File: config.mk
export PLATFORM = sky130hd
export DESIGN_NAME = rsr_regs
export DESIGN_NICKNAME = d
export VERILOG_FILES = /design/src/rsr_pkg.sv /design/src/rsr_regs.sv /design/src/rsr_osc_timer.sv
export SDC_FILE = /design/constraint.sdc
export NUM_CORES = 1
export LEC_CHECK = 0
export ABC_CLOCK_PERIOD_IN_PS = 5350
export BUFFER_PORTS_ARGS = -buffer_cell sky130_fd_sc_hd__buf_4
export CORE_MARGIN = 2
export CORE_UTILIZATION = 35
export DETAILED_ROUTE_END_ITERATION = 16
export PLACE_DENSITY = 0.53
export REMOVE_ABC_BUFFERS = 1
export SLEW_MARGIN = 5
export SYNTH_ARGS = -nofsm -noshare
export SYNTH_HDL_FRONTEND = slang
export SYNTH_SLANG_ARGS = --single-unit
File: constraint.sdc
create_clock -name clock -period 5.35 [get_ports clock]
set_input_delay 0.2675 -clock clock [delete_from_list [all_inputs] [get_ports clock]]
set_output_delay 0.2675 -clock clock [all_outputs]
set_load 0.1 [all_outputs]
File: src/rsr_pkg.sv
/*
  Constants and carrier types for the signal strength, test and FIFO status
  register group of the HF reader front end.
  Assumes a host port that presents 5-bit register addresses with read and
  write strobes, all synchronous to the 20 MHz system clock.
*/
package rsr_pkg;

  // ==========================================================
  // Register map
  localparam logic [4:0] rsr_addr_strength = 5'h0f;
  localparam logic [4:0] rsr_addr_analog   = 5'h1a;
  localparam logic [4:0] rsr_addr_digital  = 5'h1b;
  localparam logic [4:0] rsr_addr_fifo     = 5'h1c;
  localparam logic [7:0] rsr_test_reset    = 8'h00;

  // ==========================================================
  // Field positions
  localparam int rsr_osc_ok_bit    = 6;
  localparam int rsr_aux_lsb       = 3;
  localparam int rsr_sel_keying    = 7;
  localparam int rsr_sel_subc_out  = 6;
  localparam int rsr_sel_direct    = 5;
  localparam int rsr_sel_stage     = 4;
  localparam int rsr_sel_atten2    = 3;
  localparam int rsr_sel_atten1    = 2;
  localparam int rsr_sel_agc_view  = 0;
  localparam int rsr_dig_rf_level  = 7;
  localparam int rsr_dig_io_hi     = 3;
  localparam int rsr_dig_io_lo     = 2;
  localparam int rsr_dig_dec       = 1;
  localparam int rsr_dig_fast_clk  = 0;
  localparam int rsr_fifo_high_bit = 6;
  localparam int rsr_fifo_low_bit  = 5;
  localparam int rsr_fifo_ovf_bit  = 4;

  // ==========================================================
  // FIFO levels and timing
  localparam logic [4:0] rsr_fifo_depth    = 5'h0c;
  localparam logic [4:0] rsr_fifo_high_lvl = 5'h09;
  localparam logic [4:0] rsr_fifo_low_lvl  = 5'h03;
  localparam int         rsr_osc_settle_ns = 200_000;
  localparam int         rsr_clock_ns      = 50;
  localparam logic [12:0] rsr_osc_cycles   =
    13'(rsr_osc_settle_ns / rsr_clock_ns);
  localparam logic [2:0] rsr_level_top     = 3'h7;

  // ==========================================================
  // Carriers
  typedef struct packed {
    logic       rd;
    logic       wr;
    logic [4:0] addr;
    logic [7:0] wdata;
  } rsr_host_t;

  typedef struct packed {
    logic       decoder_from_keying;
    logic       subcarrier_to_modpin;
    logic       direct_tx_and_rx_reset;
    logic       second_stage_select;
    logic       second_stage_attenuate;
    logic       first_stage_attenuate;
    logic       gain_control_view;
    logic       rf_level_check;
    logic       coder_fast_clock;
    logic       test_mode;
  } rsr_ctrl_t;

  typedef enum logic [1:0] {
    rsr_idle = 2'b00,
    rsr_tx   = 2'b01,
    rsr_rx   = 2'b10
  } rsr_phase_t;

  // Seven usable levels; the converter never presents more than the top code
  function automatic logic [2:0] rsr_peak(input logic [2:0] held, input logic [2:0] now);
    logic [2:0] c;
    c = (now > rsr_level_top) ? rsr_level_top : now;
    rsr_peak = (c > held) ? c : held;
  endfunction : rsr_peak

endpackage : rsr_pkg

File: src/rsr_regs.sv
/*
  Signal strength, test and FIFO status registers of the reader front end.
  Assumes the host port delivers one-cycle read and write strobes with an
  address and write data, and that the receive, transmit and FIFO activity
  signals come from the framing logic on the same clock.
*/
`timescale 1ns/1ps
module rsr_regs
  import rsr_pkg::*;
#(
  parameter logic [12:0] settle_cycles = rsr_osc_cycles
) (
  input  wire logic       clock,
  input  wire logic       rst_n,
  input  wire rsr_host_t  host,
  output logic [7:0]      rdata,
  output logic            rvalid,
  input  wire logic       osc_running,
  input  wire logic       channel_swap,
  input  wire logic [2:0] receive_input_one,
  input  wire logic [2:0] receive_input_two,
  input  wire logic [2:0] gain_level,
  input  wire logic       rf_measure_busy,
  input  wire logic       rx_active,
  input  wire logic       tx_start,
  input  wire logic       tx_active,
  input  wire logic       fifo_push,
  input  wire logic       fifo_pop,
  input  wire logic       stop_condition,
  input  wire logic       keying_pin,
  input  wire logic       modpin_in,
  input  wire logic       rx_subcarrier,
  input  wire logic       framer_subcarrier,
  output logic            keying_pin_decoder_input,
  output logic            decoder_input,
  output logic            modpin_subcarrier_out,
  output logic            modpin_out_en,
  output logic            modpin_direct_tx,
  output logic            receiver_reset,
  output rsr_ctrl_t       ctrl,
  output logic            fifo_irq_event
);

  // ==========================================================
  // State
  typedef struct packed {
    logic [7:0] analog;
    logic [7:0] digital;
    logic [2:0] main_peak;
    logic [2:0] aux_peak;
    logic [4:0] fifo_count;
    logic       fifo_high_flag;
    logic       fifo_low_flag;
    logic       fifo_ovf_flag;
    logic [7:0] rdata;
    logic       rvalid;
    logic       fifo_irq;
    logic       subc_out;
    logic       dec_in;
  } rsr_state_t;

  rsr_state_t st;
  rsr_state_t next_st;
  logic       osc_stable;
  logic [2:0] main_src;
  logic [2:0] aux_src;
  logic [2:0] main_view;
  logic [7:0] strength_word;
  logic [7:0] fifo_word;
  logic       wr_analog;
  logic       wr_digital;
  logic       tx_fifo_low;
  logic       rx_fifo_high;
  logic       push_ok;

  rsr_osc_timer #(
    .settle_cycles (settle_cycles)
  ) u_osc (
    .clock       (clock),
    .rst_n       (rst_n),
    .osc_running (osc_running),
    .osc_stable  (osc_stable)
  );

  // ==========================================================
  // Combinational views
  always_comb begin
    aux_src = channel_swap ? receive_input_one : receive_input_two;
    main_src = receive_input_one;
    main_view = st.analog[rsr_sel_agc_view] ? gain_level : st.main_peak;
    strength_word = 8'h00;
    strength_word[rsr_osc_ok_bit] = osc_stable;
    strength_word[rsr_aux_lsb +: 3] = st.aux_peak;
    strength_word[2:0] = main_view;
    fifo_word = 8'h00;
    fifo_word[rsr_fifo_high_bit] = st.fifo_high_flag;
    fifo_word[rsr_fifo_low_bit] = st.fifo_low_flag;
    fifo_word[rsr_fifo_ovf_bit] = st.fifo_ovf_flag;
    // Empty FIFO also reads 0, the same as one byte; no flag tells the two apart
    fifo_word[3:0] = (st.fifo_count == 5'h00) ? 4'h0 : 4'(st.fifo_count - 5'h01);
    wr_analog = host.wr && host.addr == rsr_addr_analog;
    wr_digital = host.wr && host.addr == rsr_addr_digital;
    push_ok = fifo_push && (st.fifo_count < rsr_fifo_depth || fifo_pop);
    rx_fifo_high = rx_active && st.fifo_count >= rsr_fifo_high_lvl;
    tx_fifo_low = tx_active && st.fifo_count <= rsr_fifo_low_lvl;
  end

  // ==========================================================
  // Next state
  always_comb begin
    next_st = st;
    next_st.rvalid = host.rd;
    next_st.rdata = 8'h00;
    if (host.rd) begin
      case (host.addr)
        rsr_addr_strength: next_st.rdata = strength_word;
        rsr_addr_analog:   next_st.rdata = st.analog;
        rsr_addr_digital:  next_st.rdata = st.digital;
        rsr_addr_fifo:     next_st.rdata = fifo_word;
        default:           next_st.rdata = 8'h00;
      endcase
    end
    // Status registers take no write decode at all
    if (wr_analog) begin
      next_st.analog = host.wdata;
    end
    if (wr_digital) begin
      next_st.digital = host.wdata;
    end
    // Stop condition ends test mode; a same-cycle write loses to it on purpose
    if (stop_condition) begin
      next_st.digital[rsr_dig_dec] = 1'b0;
      next_st.digital[rsr_dig_io_hi] = 1'b0;
      next_st.digital[rsr_dig_io_lo] = 1'b0;
    end
    // Peak hold; the RF measurement command owns the converter meanwhile
    if (tx_start) begin
      next_st.main_peak = 3'h0;
      next_st.aux_peak = 3'h0;
    end else if (rx_active && !rf_measure_busy) begin
      next_st.main_peak = rsr_peak(st.main_peak, main_src);
      next_st.aux_peak = rsr_peak(st.aux_peak, aux_src);
    end
    // FIFO occupancy
    if (push_ok && !(fifo_pop && st.fifo_count != 5'h00)) begin
      next_st.fifo_count = st.fifo_count + 5'h01;
    end else if (!push_ok && fifo_pop && st.fifo_count != 5'h00) begin
      next_st.fifo_count = st.fifo_count - 5'h01;
    end
    next_st.fifo_high_flag = rx_fifo_high;
    next_st.fifo_low_flag = tx_fifo_low;
    // Overflow is sticky until the next transmission; set beats clear
    if (fifo_push && !push_ok) begin
      next_st.fifo_ovf_flag = 1'b1;
    end else if (tx_start) begin
      next_st.fifo_ovf_flag = 1'b0;
    end
    next_st.fifo_irq = (rx_fifo_high && !st.fifo_high_flag)
                    || (tx_fifo_low && !st.fifo_low_flag);
    next_st.subc_out = st.analog[rsr_sel_subc_out] && rx_subcarrier;
    next_st.dec_in = st.analog[rsr_sel_keying] ? keying_pin : framer_subcarrier;
  end

  always_ff @(posedge clock or negedge rst_n) begin
    if (!rst_n) begin
      st <= '0;
      st.analog <= rsr_test_reset;
      st.digital <= rsr_test_reset;
    end else begin
      st <= next_st;
    end
  end

  // ==========================================================
  // Outputs
  assign rdata = st.rdata;
  assign rvalid = st.rvalid;
  assign fifo_irq_event = st.fifo_irq;
  assign keying_pin_decoder_input = st.analog[rsr_sel_keying];
  assign decoder_input = st.dec_in;
  assign modpin_subcarrier_out = st.subc_out;
  assign modpin_out_en = st.analog[rsr_sel_subc_out];
  // Direct mode passes the pin through unregistered to keep modulation timing
  assign modpin_direct_tx = st.analog[rsr_sel_direct] && modpin_in;
  assign receiver_reset = st.analog[rsr_sel_direct];
  assign ctrl.decoder_from_keying = st.analog[rsr_sel_keying];
  assign ctrl.subcarrier_to_modpin = st.analog[rsr_sel_subc_out];
  assign ctrl.direct_tx_and_rx_reset = st.analog[rsr_sel_direct];
  assign ctrl.second_stage_select = st.analog[rsr_sel_stage];
  assign ctrl.second_stage_attenuate = st.analog[rsr_sel_atten2];
  assign ctrl.first_stage_attenuate = st.analog[rsr_sel_atten1];
  assign ctrl.gain_control_view = st.analog[rsr_sel_agc_view];
  assign ctrl.rf_level_check = st.digital[rsr_dig_rf_level];
  assign ctrl.coder_fast_clock = st.digital[rsr_dig_fast_clk];
  assign ctrl.test_mode = st.digital[rsr_dig_dec] | st.digital[rsr_dig_io_hi]
                        | st.digital[rsr_dig_io_lo];

  // ==========================================================
  // Checks
  peak_clear_a: assert property (@(posedge clock) disable iff (!rst_n)
    tx_start |=> (st.main_peak == 3'h0 && st.aux_peak == 3'h0))
    else $error("strength fields not cleared at transmit start");

  peak_hold_a: assert property (@(posedge clock) disable iff (!rst_n)
    (!tx_start && !rx_active) |=> $stable(st.main_peak) && $stable(st.aux_peak))
    else $error("held strength changed outside reception");

  rf_measure_a: assert property (@(posedge clock) disable iff (!rst_n)
    (rf_measure_busy && !tx_start) |=> $stable(st.main_peak))
    else $error("strength tracked during amplitude measurement");

  swap_aux_a: assert property (@(posedge clock) disable iff (!rst_n)
    (rx_active && !rf_measure_busy && !tx_start && channel_swap
     && receive_input_one > st.aux_peak) |=> st.aux_peak == $past(receive_input_one))
    else $error("swapped auxiliary field not following first input");

  read_map_a: assert property (@(posedge clock) disable iff (!rst_n)
    (host.rd && host.addr == rsr_addr_fifo) |=> rvalid && rdata[7] == 1'b0)
    else $error("FIFO status read wrong");

  status_ro_a: assert property (@(posedge clock) disable iff (!rst_n)
    (host.wr && host.addr == rsr_addr_strength) |=> $stable(st.analog) && $stable(st.digital))
    else $error("status write disturbed a register");

  stop_clear_a: assert property (@(posedge clock) disable iff (!rst_n)
    stop_condition |=> !ctrl.test_mode)
    else $error("test mode survived stop condition");

  high_flag_a: assert property (@(posedge clock) disable iff (!rst_n)
    (rx_active && st.fifo_count >= rsr_fifo_high_lvl) |=> st.fifo_high_flag)
    else $error("FIFO high flag missing");

  low_flag_a: assert property (@(posedge clock) disable iff (!rst_n)
    (tx_active && st.fifo_count <= rsr_fifo_low_lvl) |=> st.fifo_low_flag)
    else $error("FIFO low flag missing");

  overflow_a: assert property (@(posedge clock) disable iff (!rst_n)
    (fifo_push && !fifo_pop && st.fifo_count == rsr_fifo_depth) |=> st.fifo_ovf_flag)
    else $error("overflow not flagged");

  count_step_a: assert property (@(posedge clock) disable iff (!rst_n)
    (fifo_push && !fifo_pop && st.fifo_count < rsr_fifo_depth)
      |=> st.fifo_count == $past(st.fifo_count) + 5'h01)
    else $error("FIFO count did not step");

  agc_view_a: assert property (@(posedge clock) disable iff (!rst_n)
    (host.rd && host.addr == rsr_addr_strength && st.analog[rsr_sel_agc_view])
      |=> rdata[2:0] == $past(gain_level))
    else $error("gain level not shown");

  osc_bit_a: assert property (@(posedge clock) disable iff (!rst_n)
    (host.rd && host.addr == rsr_addr_strength)
      |=> rdata[7] == 1'b0 && rdata[rsr_osc_ok_bit] == $past(osc_stable))
    else $error("oscillator bit misreported");

  aux_field_a: assert property (@(posedge clock) disable iff (!rst_n)
    (host.rd && host.addr == rsr_addr_strength) |=> rdata[5:3] == $past(st.aux_peak))
    else $error("auxiliary field misplaced");

  main_field_a: assert property (@(posedge clock) disable iff (!rst_n)
    (host.rd && host.addr == rsr_addr_strength && !st.analog[rsr_sel_agc_view])
      |=> rdata[2:0] == $past(st.main_peak))
    else $error("main field misplaced");

  main_track_a: assert property (@(posedge clock) disable iff (!rst_n)
    (rx_active && !rf_measure_busy && !tx_start && receive_input_one > st.main_peak)
      |=> st.main_peak == $past(receive_input_one))
    else $error("main field not following first input");

  aux_track_a: assert property (@(posedge clock) disable iff (!rst_n)
    (rx_active && !rf_measure_busy && !tx_start && !channel_swap
     && receive_input_two > st.aux_peak) |=> st.aux_peak == $past(receive_input_two))
    else $error("auxiliary field not following second input");

  peak_keep_a: assert property (@(posedge clock) disable iff (!rst_n)
    !tx_start
      |=> st.main_peak >= $past(st.main_peak) && st.aux_peak >= $past(st.aux_peak))
    else $error("held peak dropped without a transmission");

  reset_clear_a: assert property (@(posedge clock)
    $rose(rst_n) |-> st.analog == rsr_test_reset && st.digital == rsr_test_reset)
    else $error("test registers not cleared by reset");

  analog_write_a: assert property (@(posedge clock) disable iff (!rst_n)
    (host.wr && host.addr == rsr_addr_analog) |=> st.analog == $past(host.wdata))
    else $error("analog test write lost");

  digital_write_a: assert property (@(posedge clock) disable iff (!rst_n)
    (host.wr && host.addr == rsr_addr_digital && !stop_condition)
      |=> st.digital == $past(host.wdata))
    else $error("digital test write lost");

  test_enter_a: assert property (@(posedge clock) disable iff (!rst_n)
    (host.wr && host.addr == rsr_addr_digital && !stop_condition
     && host.wdata[rsr_dig_dec]) |=> ctrl.test_mode)
    else $error("decoder test bit did not enter test mode");

  keying_route_a: assert property (@(posedge clock) disable iff (!rst_n)
    st.analog[rsr_sel_keying] |=> decoder_input == $past(keying_pin))
    else $error("keying pin not routed to decoder");

  framer_route_a: assert property (@(posedge clock) disable iff (!rst_n)
    !st.analog[rsr_sel_keying] |=> decoder_input == $past(framer_subcarrier))
    else $error("framer subcarrier not routed to decoder");

  subc_route_a: assert property (@(posedge clock) disable iff (!rst_n)
    st.analog[rsr_sel_subc_out] |=> modpin_subcarrier_out == $past(rx_subcarrier))
    else $error("subcarrier not driven on modulation pin");

  subc_off_a: assert property (@(posedge clock) disable iff (!rst_n)
    !st.analog[rsr_sel_subc_out] |=> !modpin_subcarrier_out)
    else $error("subcarrier driven while not selected");

  direct_mod_a: assert property (@(posedge clock) disable iff (!rst_n)
    modpin_direct_tx |-> receiver_reset && modpin_in)
    else $error("direct modulation without its enable");

  gain_ctrl_a: assert property (@(posedge clock) disable iff (!rst_n)
    {ctrl.second_stage_select, ctrl.second_stage_attenuate, ctrl.first_stage_attenuate}
      == st.analog[rsr_sel_stage:rsr_sel_atten1])
    else $error("stage controls disagree with analog test bits");

  fast_clock_a: assert property (@(posedge clock) disable iff (!rst_n)
    ctrl.coder_fast_clock == st.digital[rsr_dig_fast_clk]
      && ctrl.rf_level_check == st.digital[rsr_dig_rf_level])
    else $error("digital test controls disagree with register");

  irq_pulse_a: assert property (@(posedge clock) disable iff (!rst_n)
    fifo_irq_event |=> !fifo_irq_event)
    else $error("FIFO level event longer than one cycle");

  irq_cause_a: assert property (@(posedge clock) disable iff (!rst_n)
    fifo_irq_event |-> st.fifo_high_flag || st.fifo_low_flag)
    else $error("FIFO level event without a level flag");

  read_idle_a: assert property (@(posedge clock) disable iff (!rst_n)
    !host.rd |=> !rvalid && rdata == 8'h00)
    else $error("read answer without a read");

  count_max_a: assert property (@(posedge clock) disable iff (!rst_n)
    st.fifo_count <= rsr_fifo_depth)
    else $error("FIFO count beyond depth");

  count_drop_a: assert property (@(posedge clock) disable iff (!rst_n)
    (fifo_pop && !fifo_push && st.fifo_count != 5'h00)
      |=> st.fifo_count == $past(st.fifo_count) - 5'h01)
    else $error("FIFO count did not drop");

  high_clear_a: assert property (@(posedge clock) disable iff (!rst_n)
    !rx_active |=> !st.fifo_high_flag)
    else $error("FIFO high flag outside reception");

  low_clear_a: assert property (@(posedge clock) disable iff (!rst_n)
    !tx_active |=> !st.fifo_low_flag)
    else $error("FIFO low flag outside transmission");

endmodule : rsr_regs

File: src/rsr_osc_timer.sv
/*
  Oscillator settle timer: raises a ready level a fixed number of cycles
  after the oscillator reports running.
  Assumes the run input is synchronous to clock.
*/
`timescale 1ns/1ps
module rsr_osc_timer
  import rsr_pkg::*;
#(
  parameter logic [12:0] settle_cycles = rsr_osc_cycles
) (
  input  wire logic clock,
  input  wire logic rst_n,
  input  wire logic osc_running,
  output logic      osc_stable
);

  typedef struct packed {
    logic [12:0] count;
    logic        stable;
  } rsr_tmr_t;

  rsr_tmr_t st;
  rsr_tmr_t next_st;

  always_comb begin
    next_st = st;
    if (!osc_running) begin
      next_st = '0;
    end else if (st.count >= settle_cycles - 13'h0001) begin
      next_st.stable = 1'b1;
    end else begin
      next_st.count = st.count + 13'h0001;
    end
  end

  always_ff @(posedge clock or negedge rst_n) begin
    if (!rst_n) begin
      st <= '0;
    end else begin
      st <= next_st;
    end
  end

  assign osc_stable = st.stable;

  stable_late_a: assert property (@(posedge clock) disable iff (!rst_n)
    $rose(osc_stable) |-> $past(osc_running, 2))
    else $error("oscillator stable raised without a running oscillator");

endmodule : rsr_osc_timer

==> results by group, run 1 <==
Drt
  • Top sig layer: met4
  • Vias per Instance: approximately 5
  • DRT Wirelength: 6860 microns
  • Number of DRC markers in iteration 0: 77
  • Post-DRT Antenna Nets: 0
  • DR WL met2: approximately 3200 microns
  • Drt first pass iters: 6
  • Routed wl met3: 297 microns
  • Post-Route M1 WL: 3260 microns
  • Routed len/inst: about 15 microns
  • DR vias: 2259
  • DRC: 0

Clock network
  • Postcts setup bufs: 0
  • Clock H-tree levels: 2
  • Clock Sinks: 56
  • CTS tree: yes
  • Clock slew seen by the registers of the worst setup and hold paths: around 0.10 ns
  • Cts hold-fix bufs: 0
  • Post-CTS resize count: 0
  • Worst skew pair latency: between 0.3 and 0.4 ns
  • CTS root buffer: clkbuf_8
  • Number of buffers created by CTS: 5
  • Clock tree buffer depth: 2

Cells and area
  • Layout cells sized above 1: between 20 and 30%
  • Most common cell after layout, fill and taps aside: buf_4
  • Final std cells w/o fill: roughly 450
  • NumNets Final: a little under 400
  • Number of antenna repair diodes: 0
  • Area Overhead vs Synth: 17.7%
  • Reg area: between 1000 and 1500 sq um
  • Most frequent cells in the layout: buf_4 (64), dfrtp_1 (56), nand2_1 (19), a21oi_1 (18)
  • Multi-input gate area: 1430 sq um
  • Fill cells: 846

Die
  • Core area: around 8600 sq um
  • IO Pins: 65
  • Row cnt: 34
  • Die height: between 90 and 100 microns
  • Die area: around 9500 sq um
  • Die width: around 97 microns
  • Initial Utilization: between 30% and 40%

STA
  • Skew final: around 0.007 ns
  • # setup viols final: 0
  • Unrepaired setup endpoints after global routing: false
  • Final Hold Vio Count: 4
  • Hold_ws: -0.00421 ns
  • Slew at the pin closest to its max-slew limit: roughly 0.71 ns
  • Slew margin rel.: a little over half
  • Final setup TNS: 0 ns
  • Fin. max-slew vios: 0
  • Final setup margin: 3.50 ns
  • Fmax: around 540 MHz
  • Post-layout min period: about 1.8 ns
  • Period utilisation layout: between 30% and 40%

Power
  • Power share of the clock group: 19.3%
  • P_leak: roughly 1.6 nW
  • Switching pwr: between 500 and 600 uW
  • Int Pwr: 714 uW
  • Pwr/cell area: approximately 350 nW/um^2
  • Power after layout: 1.24 mW
  • Peak supply drop: ~0.15 mV
  • Comb power frac: between 30% and 40%
  • Switching Share: 42.5%
  • Power share of the sequential group: between 40% and 50%

Yosys
  • Synthesized area per cell: 10.4 sq um
  • Top_reg_cell synth: dfrtp_1
  • Post-Syn Area: between 3000 and 4000 sq um
  • Post-Synth Adder-Cell Area: under 10%
  • Seq cells post-synth: 56
  • Asr flop ratio synth: 100%
  • Synth area leaders: dfrtp_1 (46%), mux2_2 (5.9%), buf_4 (4.7%)
  • Synth warn: 0
  • Post-Synthesis Cells: 293
  • Sequential share of the synthesized area: 45.9%
  • Post-synth EDFFs: 0
  • Synth top area share: between 40% and 50%
  • Post-synth top area cell: dfrtp_1
  • Post-synthesis simple-gate area fraction: between 10% and 20%
  • Xor and xnor area share after synthesis: approximately 3.4%
  • Complex-gate fraction of the synthesized area: 14.9%
  • Combinational family with the most area after synthesis: simple AND/OR/NAND/NOR gates
  • Mux contribution to synthesized area: approximately 8.2%
  • Count of cell types in the netlist: 52

Setup path
  • Kind of cell adding the most delay to the critical path: flip-flops
  • Critical Path RT: 5.55 ns
  • Reg2reg end: st[19]
  • R2R cell count: 6
  • CP peak stage delay: 0.47 ns
  • Worst r2r src: st[15]
  • Worst Path Arrival: just over 2 ns
  • Worst path cell trace: inv_1 -> ha_1 -> a211oi_2 -> nand2_1 -> or3_1 -> xnor2_1
  • Critical-path top delay cell: dfrtp_1
  • CP Launch Type: flop
  • Worst-path maximum fanout: 7
  • Crit. End Element: flop
  • Kind of critical path: flop to flop
  • R2r setup slk: 3.50 ns
  • WP buf/inv: 1

Job
  • Max-Cap Viols: 0

Placed design
  • Placer Congestion: 0.841
  • Dpl cells: between 400 and 500
  • Final HPWL DP: ~5100 microns
  • PortBufs: 64
  • DP Worst Slack: approximately 3.4 ns

Global routing
  • Gr usage total: roughly 15%
  • Grt ovf: 0
  • Vias in the first global route: ~2300
  • Antenna violations before repair: 0
  • Global-route wire length before repair: ~12000 microns
  • Largest net degree at the start of global routing: 57

Worst hold path
  • Hold crit path type: primary input to asynchronous set/reset pin

Status
  • Status: complete, but fails checks
  • Failing checks: hold timing
[per-stage QoR]
stage          hold WS, ns  instance area (sq um)  util [%]
6_report          -0.00421                   3600      41.9
5_1_grt             0.0539                   3600      41.9
4_1_cts             0.0243                   3600      41.9
3_5_place_dp         0.378                   3510      40.8
3_3_place_gp         0.377                   3510      40.8
2_1_floorplan      -0.0281                   2890         -
[registers in the layout, summed over array words and instances (netlist names)]
name,cells
ctrl,9
rvalid,1
st,18
rdata,8
fifo_word,3
fifo_irq_event,1
modpin_subcarrier_out,1
decoder_input,1
u_osc.st,13
u_osc.osc_stable,1
[power by group through the flow]
| stage | Combinational, mW | Sequential (mW) | Clock, mW |
|---|---|---|---|
| 4_1_cts | 0.454 | 0.555 | 0.250 |
| 3_3_place_gp | 0.448 | 0.564 | 0 |
| 2_1_floorplan | 0.168 | 0.711 | 0 |
| 6_report | 0.448 | 0.555 | 0.240 |
| 5_1_grt | 0.484 | 0.566 | 0.267 |
| 3_5_place_dp | 0.452 | 0.563 | 0 |
[worst register-to-register path, stage by stage, from the launching register on]
cell and delay, ns:
dfrtp_1 0.47, inv_1 0.16, ha_1 0.31, a211oi_2 0.23, nand2_1 0.10, or3_1 0.33, xnor2_1 0.13
[worst max-delay path by stage]
stage                   from                to  slack (ns)  depth (start not counted)
floorplan            ctrl[7]  modpin_direct_tx        2.65                          1
global placement    host[10]           ctrl[9]        3.45                          6
detailed placement  host[10]            st[35]        3.40                          6
CTS                   st[15]            st[19]        3.48                          6
global route          st[15]            st[19]        3.36                          6
finish                st[15]            st[19]        3.50                          6
[layout make-up]
type | instances | share of cell area (%)
inverters | 16 | 1.67
multi-input cells | 197 | 39.8
well taps | 108 | 3.76
clock buffers | 5 | 1.91
clock inverters | 3 | 0.591
flip-flops and latches | 56 | 39.0
repair buffers | 64 | 13.4
[metal layers]
layer  vias up  global-route usage (%)
met5         -                       0
met4         0                    3.95
met3         9                    2.95
met2        53                    23.8
met1      1086                    22.1
li1       1111                       -
[kinds of logic after synthesis]
family	Yosys count
adders and majority gates	11
muxes	23
and+or+nand+nor	86
buffers and inverters	40
xor gates and xnor gates	12
AOI/OAI and AO/OA	65
DFF	56
[cells in the mapped netlist, types with 9 or more instances]
library cell	count
nand2_1	19
dfrtp_1	56
a22oi_1	9
mux2_2	16
nor2_1	13
buf_4	19
nand3_1	10
o21ai_0	9
and2_1	13
a21oi_1	18
inv_1	16
ha_1	11
Power figures use the tool's default switching activity.
==> run 2: changes to the inputs <==
ABC_CLOCK_PERIOD_IN_PS = 1600   (was 5350)
PLACE_DENSITY = 0.55   (was 0.53)
clock period = 1.6 ns   (was 5.35 ns; I/O delays follow)
==> results by group, run 2 (synthesized netlist as in run 1, its figures left out) <==
STA
  • Final Hold Vio Count: 0
  • Slew margin rel.: between 50% and 60%
  • Final setup margin: -0.108 ns
  • # setup viols final: 4
  • Fmax: 585 MHz
  • Skew final: 0.00688 ns
  • Unrepaired setup endpoints after global routing: true
  • Post-layout min period: ~1.7 ns
  • Period utilisation layout: 107%
  • Fin. max-slew vios: 0
  • Slew at the pin closest to its max-slew limit: 0.693 ns

Cells and area
  • Top reg by flops: st
  • Number of antenna repair diodes: 0
  • Final core occ: a little under half
  • Area Overhead vs Synth: 31.7%
  • Most frequent cells in the layout: buf_4 (99), dfrtp_1 (56), nand2_1 (19), a21oi_1 (18), mux2_2 (16)
  • Number of flip-flops in the largest register: 18
  • Reg area: 1400 sq um
  • Layout cells sized above 1: ~38%
  • NumNets Final: approximately 440
  • Most common cell after layout, fill and taps aside: buf_4
  • Fill cells: 859
  • Non-Filler Cell Area, Final: approximately 4000 sq um
  • Multi-input gate area: between 1000 and 1500 sq um

Die
  • Die height: roughly 100 microns
  • Die area: between 9000 and 10000 sq um
  • Die width: 97.4 microns
  • IO Pins: 65
  • Initial Utilization: 35.6%
  • Row cnt: 34
  • Core area: 8590 sq um

Setup path
  • Worst-path maximum fanout: 5
  • Crit. End Element: flop
  • CP Launch Type: flop
  • Kind of critical path: flop to flop
  • Worst Path Arrival: between 1.5 and 2 ns
  • Critical Path RT: between 1.5 and 2 ns

Placed design
  • Post-Place Cell Area: 3750 sq um
  • Placer Congestion: ~0.8
  • PortBufs: 64
  • Final HPWL DP: 5370 microns

Power
  • Comb power frac: between 40% and 50%
  • Power share of the clock group: 18.1%
  • Power share of the sequential group: 39.1%
  • Peak supply drop: between 0.4 and 0.5 mV
  • Int Pwr: approximately 2.6 mW
  • Pwr/cell area: between 1000 and 1500 nW/um^2
  • P_leak: approximately 1.9 nW
  • Switching pwr: 1.84 mW
  • Switching Share: 41.2%
  • Power after layout: roughly 4.5 mW

Global routing
  • Grt ovf: 0
  • Largest net degree at the start of global routing: 57
  • Antenna violations before repair: 0
  • Vias in the first global route: 2375
  • Gr usage total: 15.7%
  • Global-route wire length before repair: between 10000 and 15000 microns

Clock network
  • Clock Sinks: between 50 and 60
  • Worst skew pair latency: approximately 0.31 ns
  • CTS tree: yes
  • Clock tree buffer depth: 2
  • Clock slew seen by the registers of the worst setup and hold paths: roughly 0.11 ns
  • Number of buffers created by CTS: 5
  • CTS root buffer: clkbuf_8
  • Clock H-tree levels: 2

Drt
  • DRC: 0
  • DR vias: roughly 2400
  • Routed len/inst: between 10 and 15 microns
  • DRT Wirelength: roughly 7200 microns
  • Number of DRC markers in iteration 0: 92
  • Post-DRT Antenna Nets: 0
  • Vias per Instance: roughly 5
  • Drt first pass iters: 4

Status
  • Status: complete, but fails checks
  • Failing checks: setup timing

Job
  • Max-Cap Viols: 0

Worst hold path
  • Hold crit path type: primary input to flop
run 2: cell count changes in the layout (fill, tap and decap cells not counted), sizes merged:
cell and delta:
buf +36, clkinv +1, clkinvlp -1, dlygate4sd3 +10
run 2: metrics by stage:
step           hold WS (ns)  instances  TNS (ns)  setup slack, ns
2_1_floorplan        -0.216        269     -4.21           -0.914
3_3_place_gp          0.184        473    -0.235           -0.116
3_5_place_dp          0.184        473    -0.400           -0.135
4_1_cts            0.000614        490    -0.305           -0.144
5_1_grt             0.00114        495    -0.604           -0.189
6_report            0.00610        495    -0.244           -0.108
run 2: critical path, stage by stage (launching register included):
cell	delay, ns
dfrtp_1	0.40
ha_2	0.20
and4_4	0.19
or4_4	0.42
o22ai_4	0.17
xor2_1	0.15
and2_1	0.13
run 2: power groups by stage:
stage	combinational [mW]	sequential, mW	clock, mW
floorplan	0.562	2.38	0
global placement	1.81	1.76	0
detailed placement	1.83	1.76	0
CTS	1.90	1.74	0.833
global route	2.06	1.77	0.903
finish	1.91	1.74	0.806
run 2: final timing paths:
kind	depth (start not counted)	slack, ns	from	endpoint
max	6	-0.11	u_osc.st[1]	u_osc.st[1]
min	2	0.006	host[5]	ctrl[7]
max reg2reg	6	-0.11	u_osc.st[1]	u_osc.st[1]
min reg2reg	2	0.52	u_osc.osc_stable	u_osc.osc_stable
max in group asynchronous	2	0.79	rst_n	rdata[1]
min in group asynchronous	2	0.34	rst_n	ctrl[9]
run 2: area by class of cell:
cell class              count  share of cell area (%)
flip-flops and latches     56                    34.8
clock inverters             3                   0.560
multi-input cells         197                    36.8
repair buffers            110                    21.2
clock buffers               5                    1.71
well taps                 108                    3.36
inverters                  16                    1.49
run 2: what timing repair did:
action / CTS / global route
hold endpoints to repair: 71 / 1
endpoints found under the setup margin: 5 / 13
pin swaps: 5 / 15
buffers inserted: 0 / 5
resized for setup: 4 / 10
hold buffers: 9 / 1
run 2: routing by layer:
metal  wire length (microns)  GRT usage [%]
met2                    3450           24.9
met5                       0              0
met1                    3430           22.5
met3                     245           2.30
met4                      73           3.85
